==> config.mk <==
export PLATFORM = sky130hd
export DESIGN_NAME = sccr_regs
export DESIGN_NICKNAME = d
export VERILOG_FILES = /design/src/sccr_pkg.sv /design/src/sccr_regs.sv
export SDC_FILE = /design/constraint.sdc
export NUM_CORES = 1
export LEC_CHECK = 0
export ABC_AREA = 1
export BUFFER_PORTS_ARGS = -buffer_cell sky130_fd_sc_hd__buf_2
export CELL_PAD_IN_SITES_DETAIL_PLACEMENT = 0
export CELL_PAD_IN_SITES_GLOBAL_PLACEMENT = 1
export CORE_ASPECT_RATIO = 0.8
export CORE_MARGIN = 2
export CORE_UTILIZATION = 36
export CTS_CLUSTER_DIAMETER = 200
export DETAILED_ROUTE_END_ITERATION = 10
export GPL_TIMING_DRIVEN = 0
export HOLD_SLACK_MARGIN = 0.1
export PLACE_DENSITY = 0.87
export RECOVER_POWER = 50
export SLEW_MARGIN = 0
export SYNTH_ARGS = -nofsm -noshare
export SYNTH_HDL_FRONTEND = slang
export SYNTH_SLANG_ARGS = --single-unit
==> constraint.sdc <==
create_clock -name core_clk -period 1.9 [get_ports core_clk]
set_clock_uncertainty 0.15 [all_clocks]
set_input_delay 0.095 -clock core_clk [delete_from_list [all_inputs] [get_ports core_clk]]
set_output_delay 0.095 -clock core_clk [all_outputs]
set_load 0.02 [all_outputs]
==> src/sccr_pkg.sv <==
// Constants and types shared by the switch configuration capability register slice.
package sccr_pkg;

  // ---------------------------------------------------------------
  // Register offsets
  // ---------------------------------------------------------------
  localparam logic [7:0] OFF_MSI_UPPER = 8'h54;
  localparam logic [7:0] OFF_MSI_DATA = 8'h58;
  localparam logic [7:0] OFF_PD_CTRL = 8'h5C;
  localparam logic [7:0] OFF_PD_WINDOW = 8'h60;
  localparam logic [7:0] OFF_VENDOR_HDR = 8'h64;
  localparam logic [7:0] OFF_TEST0 = 8'h68;
  localparam logic [7:0] OFF_TEST1 = 8'h6C;
  localparam logic [7:0] OFF_TIMER_OVR = 8'h70;

  // ---------------------------------------------------------------
  // Constant register contents and reset values
  // ---------------------------------------------------------------
  localparam logic [7:0] PD_CAP_ID = 8'h03;
  localparam logic [7:0] PD_NEXT_PTR = 8'h64;
  localparam logic [7:0] VENDOR_CAP_ID = 8'h09;
  localparam logic [7:0] VENDOR_NEXT_PTR = 8'hB0;
  localparam logic [15:0] VENDOR_LENGTH = 16'h0034;
  localparam logic [31:0] TEST0_RESET = 32'h04001060;
  localparam logic [31:0] TEST1_RESET = 32'h04000800;
  localparam logic [31:0] MSI_UPPER_RESET = 32'h00000000;
  localparam logic [15:0] MSI_DATA_RESET = 16'h0000;
  localparam logic [31:0] PD_WINDOW_RESET = 32'h00000000;
  localparam logic [5:0] PD_ADDR_RESET = 6'h00;
  localparam logic PD_OP_RESET = 1'b0;
  localparam logic [11:0] REPLAY_RESET = 12'h000;
  localparam logic [13:0] ACK_RESET = 14'h0000;
  localparam logic VGA_DECODE_ON = 1'b1;

  // ---------------------------------------------------------------
  // Field positions
  // ---------------------------------------------------------------
  localparam int PD_ADDR_LSB = 18;
  localparam int PD_OP_BIT = 31;
  localparam int REPLAY_LSB = 0;
  localparam int REPLAY_EN_BIT = 12;
  localparam int PM_DIS_BIT = 13;
  localparam int MSI_DIS_BIT = 14;
  localparam int ACK_LSB = 16;
  localparam int ACK_EN_BIT = 30;
  localparam int VGA_BIT = 31;

  // ---------------------------------------------------------------
  // Product data handshake states
  // ---------------------------------------------------------------
  typedef enum logic
  {
    SCCR_IDLE = 1'b0,
    SCCR_BUSY = 1'b1
  } sccr_pd_state_e;

endpackage : sccr_pkg

==> src/sccr_regs.sv <==
// Configuration capability register slice with the product data EEPROM handshake.

// Behaviour
// - Downstream: 32-bit RW upper message address at 54h, reset zero.
// - Downstream: 16-bit RW message data in 15:0, upper bits reserved.
// - Upstream: product data header reads id 03h and next pointer 64h.
// - Six-bit RW table dword address in bits 23:18, reset zero.
// - Writing 0 to bit 31 starts a read; bit rises when done.
// - Writing 1 to bit 31 starts a write; bit falls when done.
// - Data word returns the last value read from the table; resets zero.
// - Data word written supplies the value stored into the table.
// - Vendor header reads id 09h and next pointer B0h.
// - Vendor header bits 31:16 read the length 0034h.
// - Two RW test words reset to 0400_1060h and 0400_0800h.
// - 12-bit RW user replay timeout in bits 11:0, reset zero.
// - Bit 12 set makes the replay timer use the user value.
// - 14-bit RW user acknowledge latency in bits 29:16, reset zero.
// - Bit 30 set makes the latency timer use the user value.
// - Timer fields and disable bits 13, 14 may be loaded by autoload.
// - Bit 31 of the latency word reads 1, VGA decode enabled.
// - The 64-bit message address capability is in effect downstream only; upstream, 54h reads zero.
module sccr_regs #(
  parameter bit UPSTREAM = 1'b1
) (
  input wire logic core_clk,
  input wire logic arst_n,
  input wire logic ce,
  input wire logic cfg_req,
  input wire logic cfg_wr,
  input wire logic [7:0] cfg_addr,
  input wire logic [3:0] cfg_be,
  input wire logic [31:0] cfg_wdata,
  output logic cfg_ack,
  output logic [31:0] cfg_rdata,
  input wire logic ld_wr,
  input wire logic [31:0] ld_data,
  output logic ee_req,
  output logic ee_write,
  output logic [5:0] ee_addr,
  output logic [31:0] ee_wdata,
  input wire logic ee_done,
  input wire logic [31:0] ee_rdata,
  input wire logic [11:0] builtin_replay,
  input wire logic [13:0] builtin_ack,
  output logic [11:0] replay_limit,
  output logic [13:0] ack_limit,
  output logic pm_cap_disable,
  output logic msi_cap_disable,
  output logic [31:0] msi_upper_addr,
  output logic [15:0] msi_data,
  output logic [31:0] test_word0,
  output logic [31:0] test_word1
);

  // ---------------------------------------------------------------
  // Register state
  // ---------------------------------------------------------------
  logic [31:0] upper_reg, upper_next;
  logic [15:0] mdata_reg, mdata_next;
  logic [5:0] pd_addr_reg, pd_addr_next;
  logic pd_op_reg, pd_op_next;
  logic [31:0] pd_data_reg, pd_data_next;
  sccr_pkg::sccr_pd_state_e state_reg, state_next;
  logic [31:0] test0_reg, test0_next;
  logic [31:0] test1_reg, test1_next;
  logic [11:0] replay_reg, replay_next;
  logic replay_en_reg, replay_en_next;
  logic [13:0] ack_reg, ack_next;
  logic ack_en_reg, ack_en_next;
  logic pm_dis_reg, pm_dis_next;
  logic msi_dis_reg, msi_dis_next;
  logic [11:0] replay_lim_reg, replay_lim_next;
  logic [13:0] ack_lim_reg, ack_lim_next;
  logic ack_out_reg, ack_out_next;
  logic [31:0] rdata_reg, rdata_next;
  logic [31:0] wmask;
  logic wr;
  logic [31:0] timer_word;
  logic [31:0] mdata_merge, timer_merge;

  function automatic logic [31:0] sccr_be_mask(input logic [3:0] be);
    return {{8{be[3]}}, {8{be[2]}}, {8{be[1]}}, {8{be[0]}}};
  endfunction : sccr_be_mask

  function automatic logic [31:0] sccr_merge(input logic [31:0] old, input logic [31:0] nw,
                                             input logic [31:0] m);
    return (old & ~m) | (nw & m);
  endfunction : sccr_merge

  assign wmask = sccr_be_mask(cfg_be);
  assign wr = cfg_req && cfg_wr;
  // Read-only bits 13 and 14 change only through the load port.
  assign timer_word = {sccr_pkg::VGA_DECODE_ON, ack_en_reg, ack_reg, 1'b0, msi_dis_reg,
                       pm_dis_reg, replay_en_reg, replay_reg};
  assign mdata_merge = sccr_merge({16'h0000, mdata_reg}, cfg_wdata, wmask);
  assign timer_merge = sccr_merge(timer_word, cfg_wdata, wmask);

  // ---------------------------------------------------------------
  // Next-state logic
  // ---------------------------------------------------------------
  always_comb
  begin
    upper_next = upper_reg;
    mdata_next = mdata_reg;
    pd_addr_next = pd_addr_reg;
    pd_op_next = pd_op_reg;
    pd_data_next = pd_data_reg;
    state_next = state_reg;
    test0_next = test0_reg;
    test1_next = test1_reg;
    replay_next = replay_reg;
    replay_en_next = replay_en_reg;
    ack_next = ack_reg;
    ack_en_next = ack_en_reg;
    pm_dis_next = pm_dis_reg;
    msi_dis_next = msi_dis_reg;
    if (wr && !UPSTREAM && cfg_addr == sccr_pkg::OFF_MSI_UPPER)
    begin
      upper_next = sccr_merge(upper_reg, cfg_wdata, wmask);
    end
    if (wr && !UPSTREAM && cfg_addr == sccr_pkg::OFF_MSI_DATA)
    begin
      mdata_next = mdata_merge[15:0];
    end
    unique case (state_reg)
      sccr_pkg::SCCR_IDLE:
      begin
        // A new command is taken only while no EEPROM cycle is running.
        if (wr && UPSTREAM && cfg_addr == sccr_pkg::OFF_PD_CTRL)
        begin
          if (cfg_be[2])
          begin
            pd_addr_next = cfg_wdata[sccr_pkg::PD_ADDR_LSB +: 6];
          end
          if (cfg_be[3])
          begin
            pd_op_next = cfg_wdata[sccr_pkg::PD_OP_BIT];
            state_next = sccr_pkg::SCCR_BUSY;
          end
        end
        if (wr && UPSTREAM && cfg_addr == sccr_pkg::OFF_PD_WINDOW)
        begin
          pd_data_next = sccr_merge(pd_data_reg, cfg_wdata, wmask);
        end
      end
      sccr_pkg::SCCR_BUSY:
      begin
        if (ee_done)
        begin
          state_next = sccr_pkg::SCCR_IDLE;
          pd_op_next = !pd_op_reg;
          if (!pd_op_reg)
          begin
            pd_data_next = ee_rdata;
          end
        end
      end
    endcase
    if (wr && cfg_addr == sccr_pkg::OFF_TEST0)
    begin
      test0_next = sccr_merge(test0_reg, cfg_wdata, wmask);
    end
    if (wr && cfg_addr == sccr_pkg::OFF_TEST1)
    begin
      test1_next = sccr_merge(test1_reg, cfg_wdata, wmask);
    end
    if (ld_wr)
    begin
      replay_next = ld_data[sccr_pkg::REPLAY_LSB +: 12];
      replay_en_next = ld_data[sccr_pkg::REPLAY_EN_BIT];
      pm_dis_next = ld_data[sccr_pkg::PM_DIS_BIT];
      msi_dis_next = ld_data[sccr_pkg::MSI_DIS_BIT];
      ack_next = ld_data[sccr_pkg::ACK_LSB +: 14];
      ack_en_next = ld_data[sccr_pkg::ACK_EN_BIT];
    end
    else if (wr && cfg_addr == sccr_pkg::OFF_TIMER_OVR)
    begin
      replay_next = timer_merge[sccr_pkg::REPLAY_LSB +: 12];
      replay_en_next = cfg_be[1] ? cfg_wdata[sccr_pkg::REPLAY_EN_BIT] : replay_en_reg;
      ack_next = timer_merge[sccr_pkg::ACK_LSB +: 14];
      ack_en_next = cfg_be[3] ? cfg_wdata[sccr_pkg::ACK_EN_BIT] : ack_en_reg;
    end
    replay_lim_next = replay_en_reg ? replay_reg : builtin_replay;
    ack_lim_next = ack_en_reg ? ack_reg : builtin_ack;
  end

  // ---------------------------------------------------------------
  // Read path
  // ---------------------------------------------------------------
  always_comb
  begin
    ack_out_next = cfg_req;
    rdata_next = 32'h00000000;
    if (cfg_req && !cfg_wr)
    begin
      unique case (cfg_addr)
        sccr_pkg::OFF_MSI_UPPER: rdata_next = UPSTREAM ? 32'h00000000 : upper_reg;
        sccr_pkg::OFF_MSI_DATA: rdata_next = UPSTREAM ? 32'h00000000 : {16'h0000, mdata_reg};
        sccr_pkg::OFF_PD_CTRL:
        begin
          if (UPSTREAM)
          begin
            rdata_next = {pd_op_reg, 7'h00, pd_addr_reg, 2'h0, sccr_pkg::PD_NEXT_PTR,
                          sccr_pkg::PD_CAP_ID};
          end
        end
        sccr_pkg::OFF_PD_WINDOW: rdata_next = UPSTREAM ? pd_data_reg : 32'h00000000;
        sccr_pkg::OFF_VENDOR_HDR:
        begin
          rdata_next = {sccr_pkg::VENDOR_LENGTH, sccr_pkg::VENDOR_NEXT_PTR,
                        sccr_pkg::VENDOR_CAP_ID};
        end
        sccr_pkg::OFF_TEST0: rdata_next = test0_reg;
        sccr_pkg::OFF_TEST1: rdata_next = test1_reg;
        sccr_pkg::OFF_TIMER_OVR: rdata_next = timer_word;
        default: rdata_next = 32'h00000000;
      endcase
    end
  end

  // ---------------------------------------------------------------
  // Registers
  // ---------------------------------------------------------------
  always_ff @(posedge core_clk or negedge arst_n)
  begin
    if (!arst_n)
    begin
      upper_reg <= sccr_pkg::MSI_UPPER_RESET;
      mdata_reg <= sccr_pkg::MSI_DATA_RESET;
      pd_addr_reg <= sccr_pkg::PD_ADDR_RESET;
      pd_op_reg <= sccr_pkg::PD_OP_RESET;
      pd_data_reg <= sccr_pkg::PD_WINDOW_RESET;
      state_reg <= sccr_pkg::SCCR_IDLE;
      test0_reg <= sccr_pkg::TEST0_RESET;
      test1_reg <= sccr_pkg::TEST1_RESET;
      replay_reg <= sccr_pkg::REPLAY_RESET;
      replay_en_reg <= 1'b0;
      ack_reg <= sccr_pkg::ACK_RESET;
      ack_en_reg <= 1'b0;
      pm_dis_reg <= 1'b0;
      msi_dis_reg <= 1'b0;
      replay_lim_reg <= 12'h000;
      ack_lim_reg <= 14'h0000;
      ack_out_reg <= 1'b0;
      rdata_reg <= 32'h00000000;
    end
    else if (ce)
    begin
      upper_reg <= upper_next;
      mdata_reg <= mdata_next;
      pd_addr_reg <= pd_addr_next;
      pd_op_reg <= pd_op_next;
      pd_data_reg <= pd_data_next;
      state_reg <= state_next;
      test0_reg <= test0_next;
      test1_reg <= test1_next;
      replay_reg <= replay_next;
      replay_en_reg <= replay_en_next;
      ack_reg <= ack_next;
      ack_en_reg <= ack_en_next;
      pm_dis_reg <= pm_dis_next;
      msi_dis_reg <= msi_dis_next;
      replay_lim_reg <= replay_lim_next;
      ack_lim_reg <= ack_lim_next;
      ack_out_reg <= ack_out_next;
      rdata_reg <= rdata_next;
    end
  end

  assign cfg_ack = ack_out_reg;
  assign cfg_rdata = rdata_reg;
  assign ee_req = (state_reg == sccr_pkg::SCCR_BUSY);
  assign ee_write = pd_op_reg;
  assign ee_addr = pd_addr_reg;
  assign ee_wdata = pd_data_reg;
  assign replay_limit = replay_lim_reg;
  assign ack_limit = ack_lim_reg;
  assign pm_cap_disable = pm_dis_reg;
  assign msi_cap_disable = msi_dis_reg;
  assign msi_upper_addr = upper_reg;
  assign msi_data = mdata_reg;
  assign test_word0 = test0_reg;
  assign test_word1 = test1_reg;

  // ---------------------------------------------------------------
  // Assertions
  // ---------------------------------------------------------------
  a_upper_write: assert property (@(posedge core_clk) disable iff (!arst_n)
    ce && wr && !UPSTREAM && cfg_addr == sccr_pkg::OFF_MSI_UPPER && cfg_be == 4'hF
    |=> msi_upper_addr == $past(cfg_wdata))
    else $error("Upper message address not written.");

  a_msi_rsvd_zero: assert property (@(posedge core_clk) disable iff (!arst_n)
    ce && cfg_req && !cfg_wr && cfg_addr == sccr_pkg::OFF_MSI_DATA
    |=> cfg_rdata[31:16] == 16'h0000)
    else $error("Message data reserved bits not zero.");

  a_pd_header: assert property (@(posedge core_clk) disable iff (!arst_n)
    ce && UPSTREAM && cfg_req && !cfg_wr && cfg_addr == sccr_pkg::OFF_PD_CTRL
    |=> cfg_rdata[15:0] == 16'h6403 && cfg_ack)
    else $error("Product data header wrong.");

  a_pd_start: assert property (@(posedge core_clk) disable iff (!arst_n)
    ce && UPSTREAM && !ee_req && wr && cfg_addr == sccr_pkg::OFF_PD_CTRL && cfg_be[3:2] == 2'h3
    |=> ee_req && ee_addr == $past(cfg_wdata[23:18]) && ee_write == $past(cfg_wdata[31]))
    else $error("Product data cycle not started.");

  a_read_done: assert property (@(posedge core_clk) disable iff (!arst_n)
    ce && ee_req && ee_done && !ee_write
    |=> !ee_req && pd_op_reg && pd_data_reg == $past(ee_rdata))
    else $error("Read completion not flagged.");

  a_write_done: assert property (@(posedge core_clk) disable iff (!arst_n)
    ce && ee_req && ee_done && ee_write |=> !ee_req && !pd_op_reg && ee_wdata == $past(ee_wdata))
    else $error("Write completion not flagged.");

  a_flag_held: assert property (@(posedge core_clk) disable iff (!arst_n)
    ee_req && !ee_done |=> ee_req && $stable(pd_op_reg))
    else $error("Operation bit moved during a cycle.");

  a_vendor_hdr: assert property (@(posedge core_clk) disable iff (!arst_n)
    ce && cfg_req && !cfg_wr && cfg_addr == sccr_pkg::OFF_VENDOR_HDR |=> cfg_rdata == 32'h0034B009)
    else $error("Vendor header wrong.");

  a_replay_select: assert property (@(posedge core_clk) disable iff (!arst_n)
    ce && replay_en_reg |=> replay_limit == $past(replay_reg))
    else $error("Replay limit ignores user value.");

  a_vga_bit: assert property (@(posedge core_clk) disable iff (!arst_n)
    ce && cfg_req && !cfg_wr && cfg_addr == sccr_pkg::OFF_TIMER_OVR |=> cfg_rdata[31])
    else $error("VGA decode bit not set.");

endmodule : sccr_regs

==> out/results.ini <==
[floorplan]
core-area_sq_mm=0.0275
die_h_microns=154
num_rows=54
io_pins=354
die_area_sq_mm=0.0295
die_x_microns=192
start_util_pct=36.9

[timing]
hold_violations=0
fin_crit_sh_pct=96.4
period_needed_ps=1830
fin_tns_setup_ps=0
drv_slew=0
rsz0062_at_grt=true
fmax_mhz=546
tightest_slew_ps=826
hold_ws_ps=86.7
setup_viol=0
slew-limit-headroom_pct=44.9

[power_and_ir_drop]
p_leak_nw=6.96
powerDensity_mw_per_mm2=829
p_int_w=0.00754
p_seq_share_pct=44.6
switchingPower_w=0.00423
power_frac_comb_pct=24.8
clockPowerShare_pct=30.6
vdd_drop_max_mv=0.661
swShare_pct=35.9

[synth]
synth_top_cell_area_share_pct=46.1
syn_avg_cell_area_sq_um=7.65
synth-edff-count=0
ys_ff_latch=193
synth_most_common_cell=nand2_1
synthTopCellsByArea=dfrtp_1, nand2_1, o21ai_0, nand3_1, inv_1
yosys_warnings=0
synthArstFlopShare_pct=100
ys.flop_type=dfrtp_1
synth_cells=1325
yosysTopAreaCell=dfrtp_1
synth_seq_area_share_pct=47.7
synth_common_cells=nand2_1, dfrtp_1, o21ai_0, nand3_1, inv_1
netlist_area_sq_mm=0.0101
ys_types=31

[setup_path]
r2r.worst_path.cells=8
cp_cell_sequence=clkbuf_1, nand2_1, nand2_1, o21ai_0, o21ai_0, dlygate4sd3_1
crit_path_end_kind=register
critPathBufInv=2
timing.setup.critical_path_class=input pin to register
reg2reg_setup_slack_ps=100
reg2reg_from=ee_req
crit_path_max_fanout=9
crit_path_start_kind=input pin
crit_arrival_ps=2060
slowest_delay_ps=570
cp_slowest_cell=clkbuf_1
path_delay_family=buffers and inverters
cp.required_ps=2120

[global_route]
antenna_found_initial=4
grt_pass1_wl_microns=64600
grt.overflow.total=0
grt_max_degree=102
grt_util_all_layers_pct=29.7
grt_pass1_vias=10430

[place]
dpl_cell_area_sq_mm=0.0123
placed_cells=2039
place.gp.congestion=0.964
io_buffers=302
dp_hpwl_microns=34000

[routing]
ant_nets=0
firstDrtPassIters=5
viasPerCell=4.87
wl_per_cell_microns=19.7
dr_total_vias=10833
remaining_drc_errors=0
routed_wl_microns=43900
drtIter0Drc=960

[finish]
syn_to_final_growth_pct=40.0
fin_cells=2223
fillers=2833
multiInputGateArea_sq_mm=0.00439
final_area_sq_mm=0.0142
drive_gt1_share_pct=17.3
fin_util_pct=51.6
seq_area_sq_mm=0.00484
final_nets=1983

[status]
status=complete, no violations

[clock_network]
htreeDepth=4
cts_made_buffers=17
clkSlewWorstSetupHoldPaths_ps=70
clockBufferDepth=2
tritoncts=built
cts_sinks=193
insertion_delay_ps=450
root_buffer=clkbuf_16

[worst_hold_path]
whs_path_depth=4
hold_start=cfg_be[3]
hold_class=input pin to register

[job]
maxCapViolations=0

[layer usage]
metal  up-vias  wire, microns  track usage [%]
li1       5234              -                -
met3        51           4210             8.70
met2       495          18500             43.0
met5         -              0                0
met4         0           1010             8.61
met1      5053          20100             42.9
[power by group through the flow]
stage / Clock (W) / Combinational, W / Sequential [W]
floorplan: 0 / 0.00116 / 0.00557
global placement: 0 / 0.00269 / 0.00527
detailed placement: 0 / 0.00274 / 0.00529
CTS: 0.00365 / 0.00301 / 0.00521
global route: 0.00381 / 0.00319 / 0.00532
finish: 0.00360 / 0.00292 / 0.00525
[worst max path at each step]
| stage | start | endpoint | slack, ps | depth (start not counted) |
|---|---|---|---|---|
| detailed placement | cfg_addr[7] | ee_addr[1] | -230 | 10 |
| global route | ee_req | register | -5 | 8 |
| finish | cfg_be[1] | register | 70 | 6 |
| CTS | cfg_be[2] | register | 50 | 6 |
| floorplan | ee_req | register | 110 | 8 |
| global placement | arst_n | asynchronous set/reset pin | -2690 | 1 |
[cell usage in the layout (no fill, tap or decap), types with 6 or more instances in the layout]
| cell | Yosys | routed |
|---|---|---|
| nand2_1 | 405 | 404 |
| clkbuf_1 | 55 | 214 |
| dfrtp_1 | 187 | 186 |
| o21ai_0 | 175 | 177 |
| buf_2 | 8 | 145 |
| dlygate4sd3_1 | 0 | 142 |
| nand3_1 | 137 | 137 |
| inv_1 | 103 | 103 |
| nor2_1 | 61 | 60 |
| buf_4 | 49 | 57 |
| conb_1 | 1 | 48 |
| o21ai_1 | 46 | 45 |
| o21ai_2 | 35 | 33 |
| clkbuf_16 | 0 | 17 |
| inv_2 | 6 | 6 |
| dfstp_2 | 6 | 6 |
[worst min-delay path, stage by stage]
cell	delay [ps]
buf_2	200
nand3_2	210
nand2_1	70
o21ai_0	60
[through the flow]
step / setup slack, ps / total power, W
CTS: 53.0 / 0.0119
global placement: -2690 / 0.00796
detailed placement: -229 / 0.00803
finish: 68.2 / 0.0118
floorplan: 109 / 0.00673
global route: -4.79 / 0.0123
[final cells by class]
class / count / area share (%)
clock buffers: 20 / 3.15
repair buffers: 453 / 19.9
diodes: 4 / 0.0705
plain buffers: 119 / 4.77
well taps: 364 / 3.21
inverters: 112 / 2.97
clock inverters: 12 / 0.881
multi-input cells: 946 / 31.0
flip-flops and latches: 193 / 34.1
[cells by family (layout without fill, tap and decap cells)]
kind of cell	Yosys count	after routing	share of synthesized area, %
muxes	2	2	0.222
DFF	193	193	47.7
buffers and inverters	233	716	10.8
and+or+nand+nor	630	630	26.5
AOI/OAI and AO/OA	266	266	14.7
other	1	52	0.0370
[what timing repair did]
item	CTS	global route
hold buffers	140	2
pin swaps	0	7
resized for setup	1	13
setup buffers	0	8
endpoints found under the setup margin	22	48
hold endpoints to repair	273	2
Power figures use the tool's default switching activity.
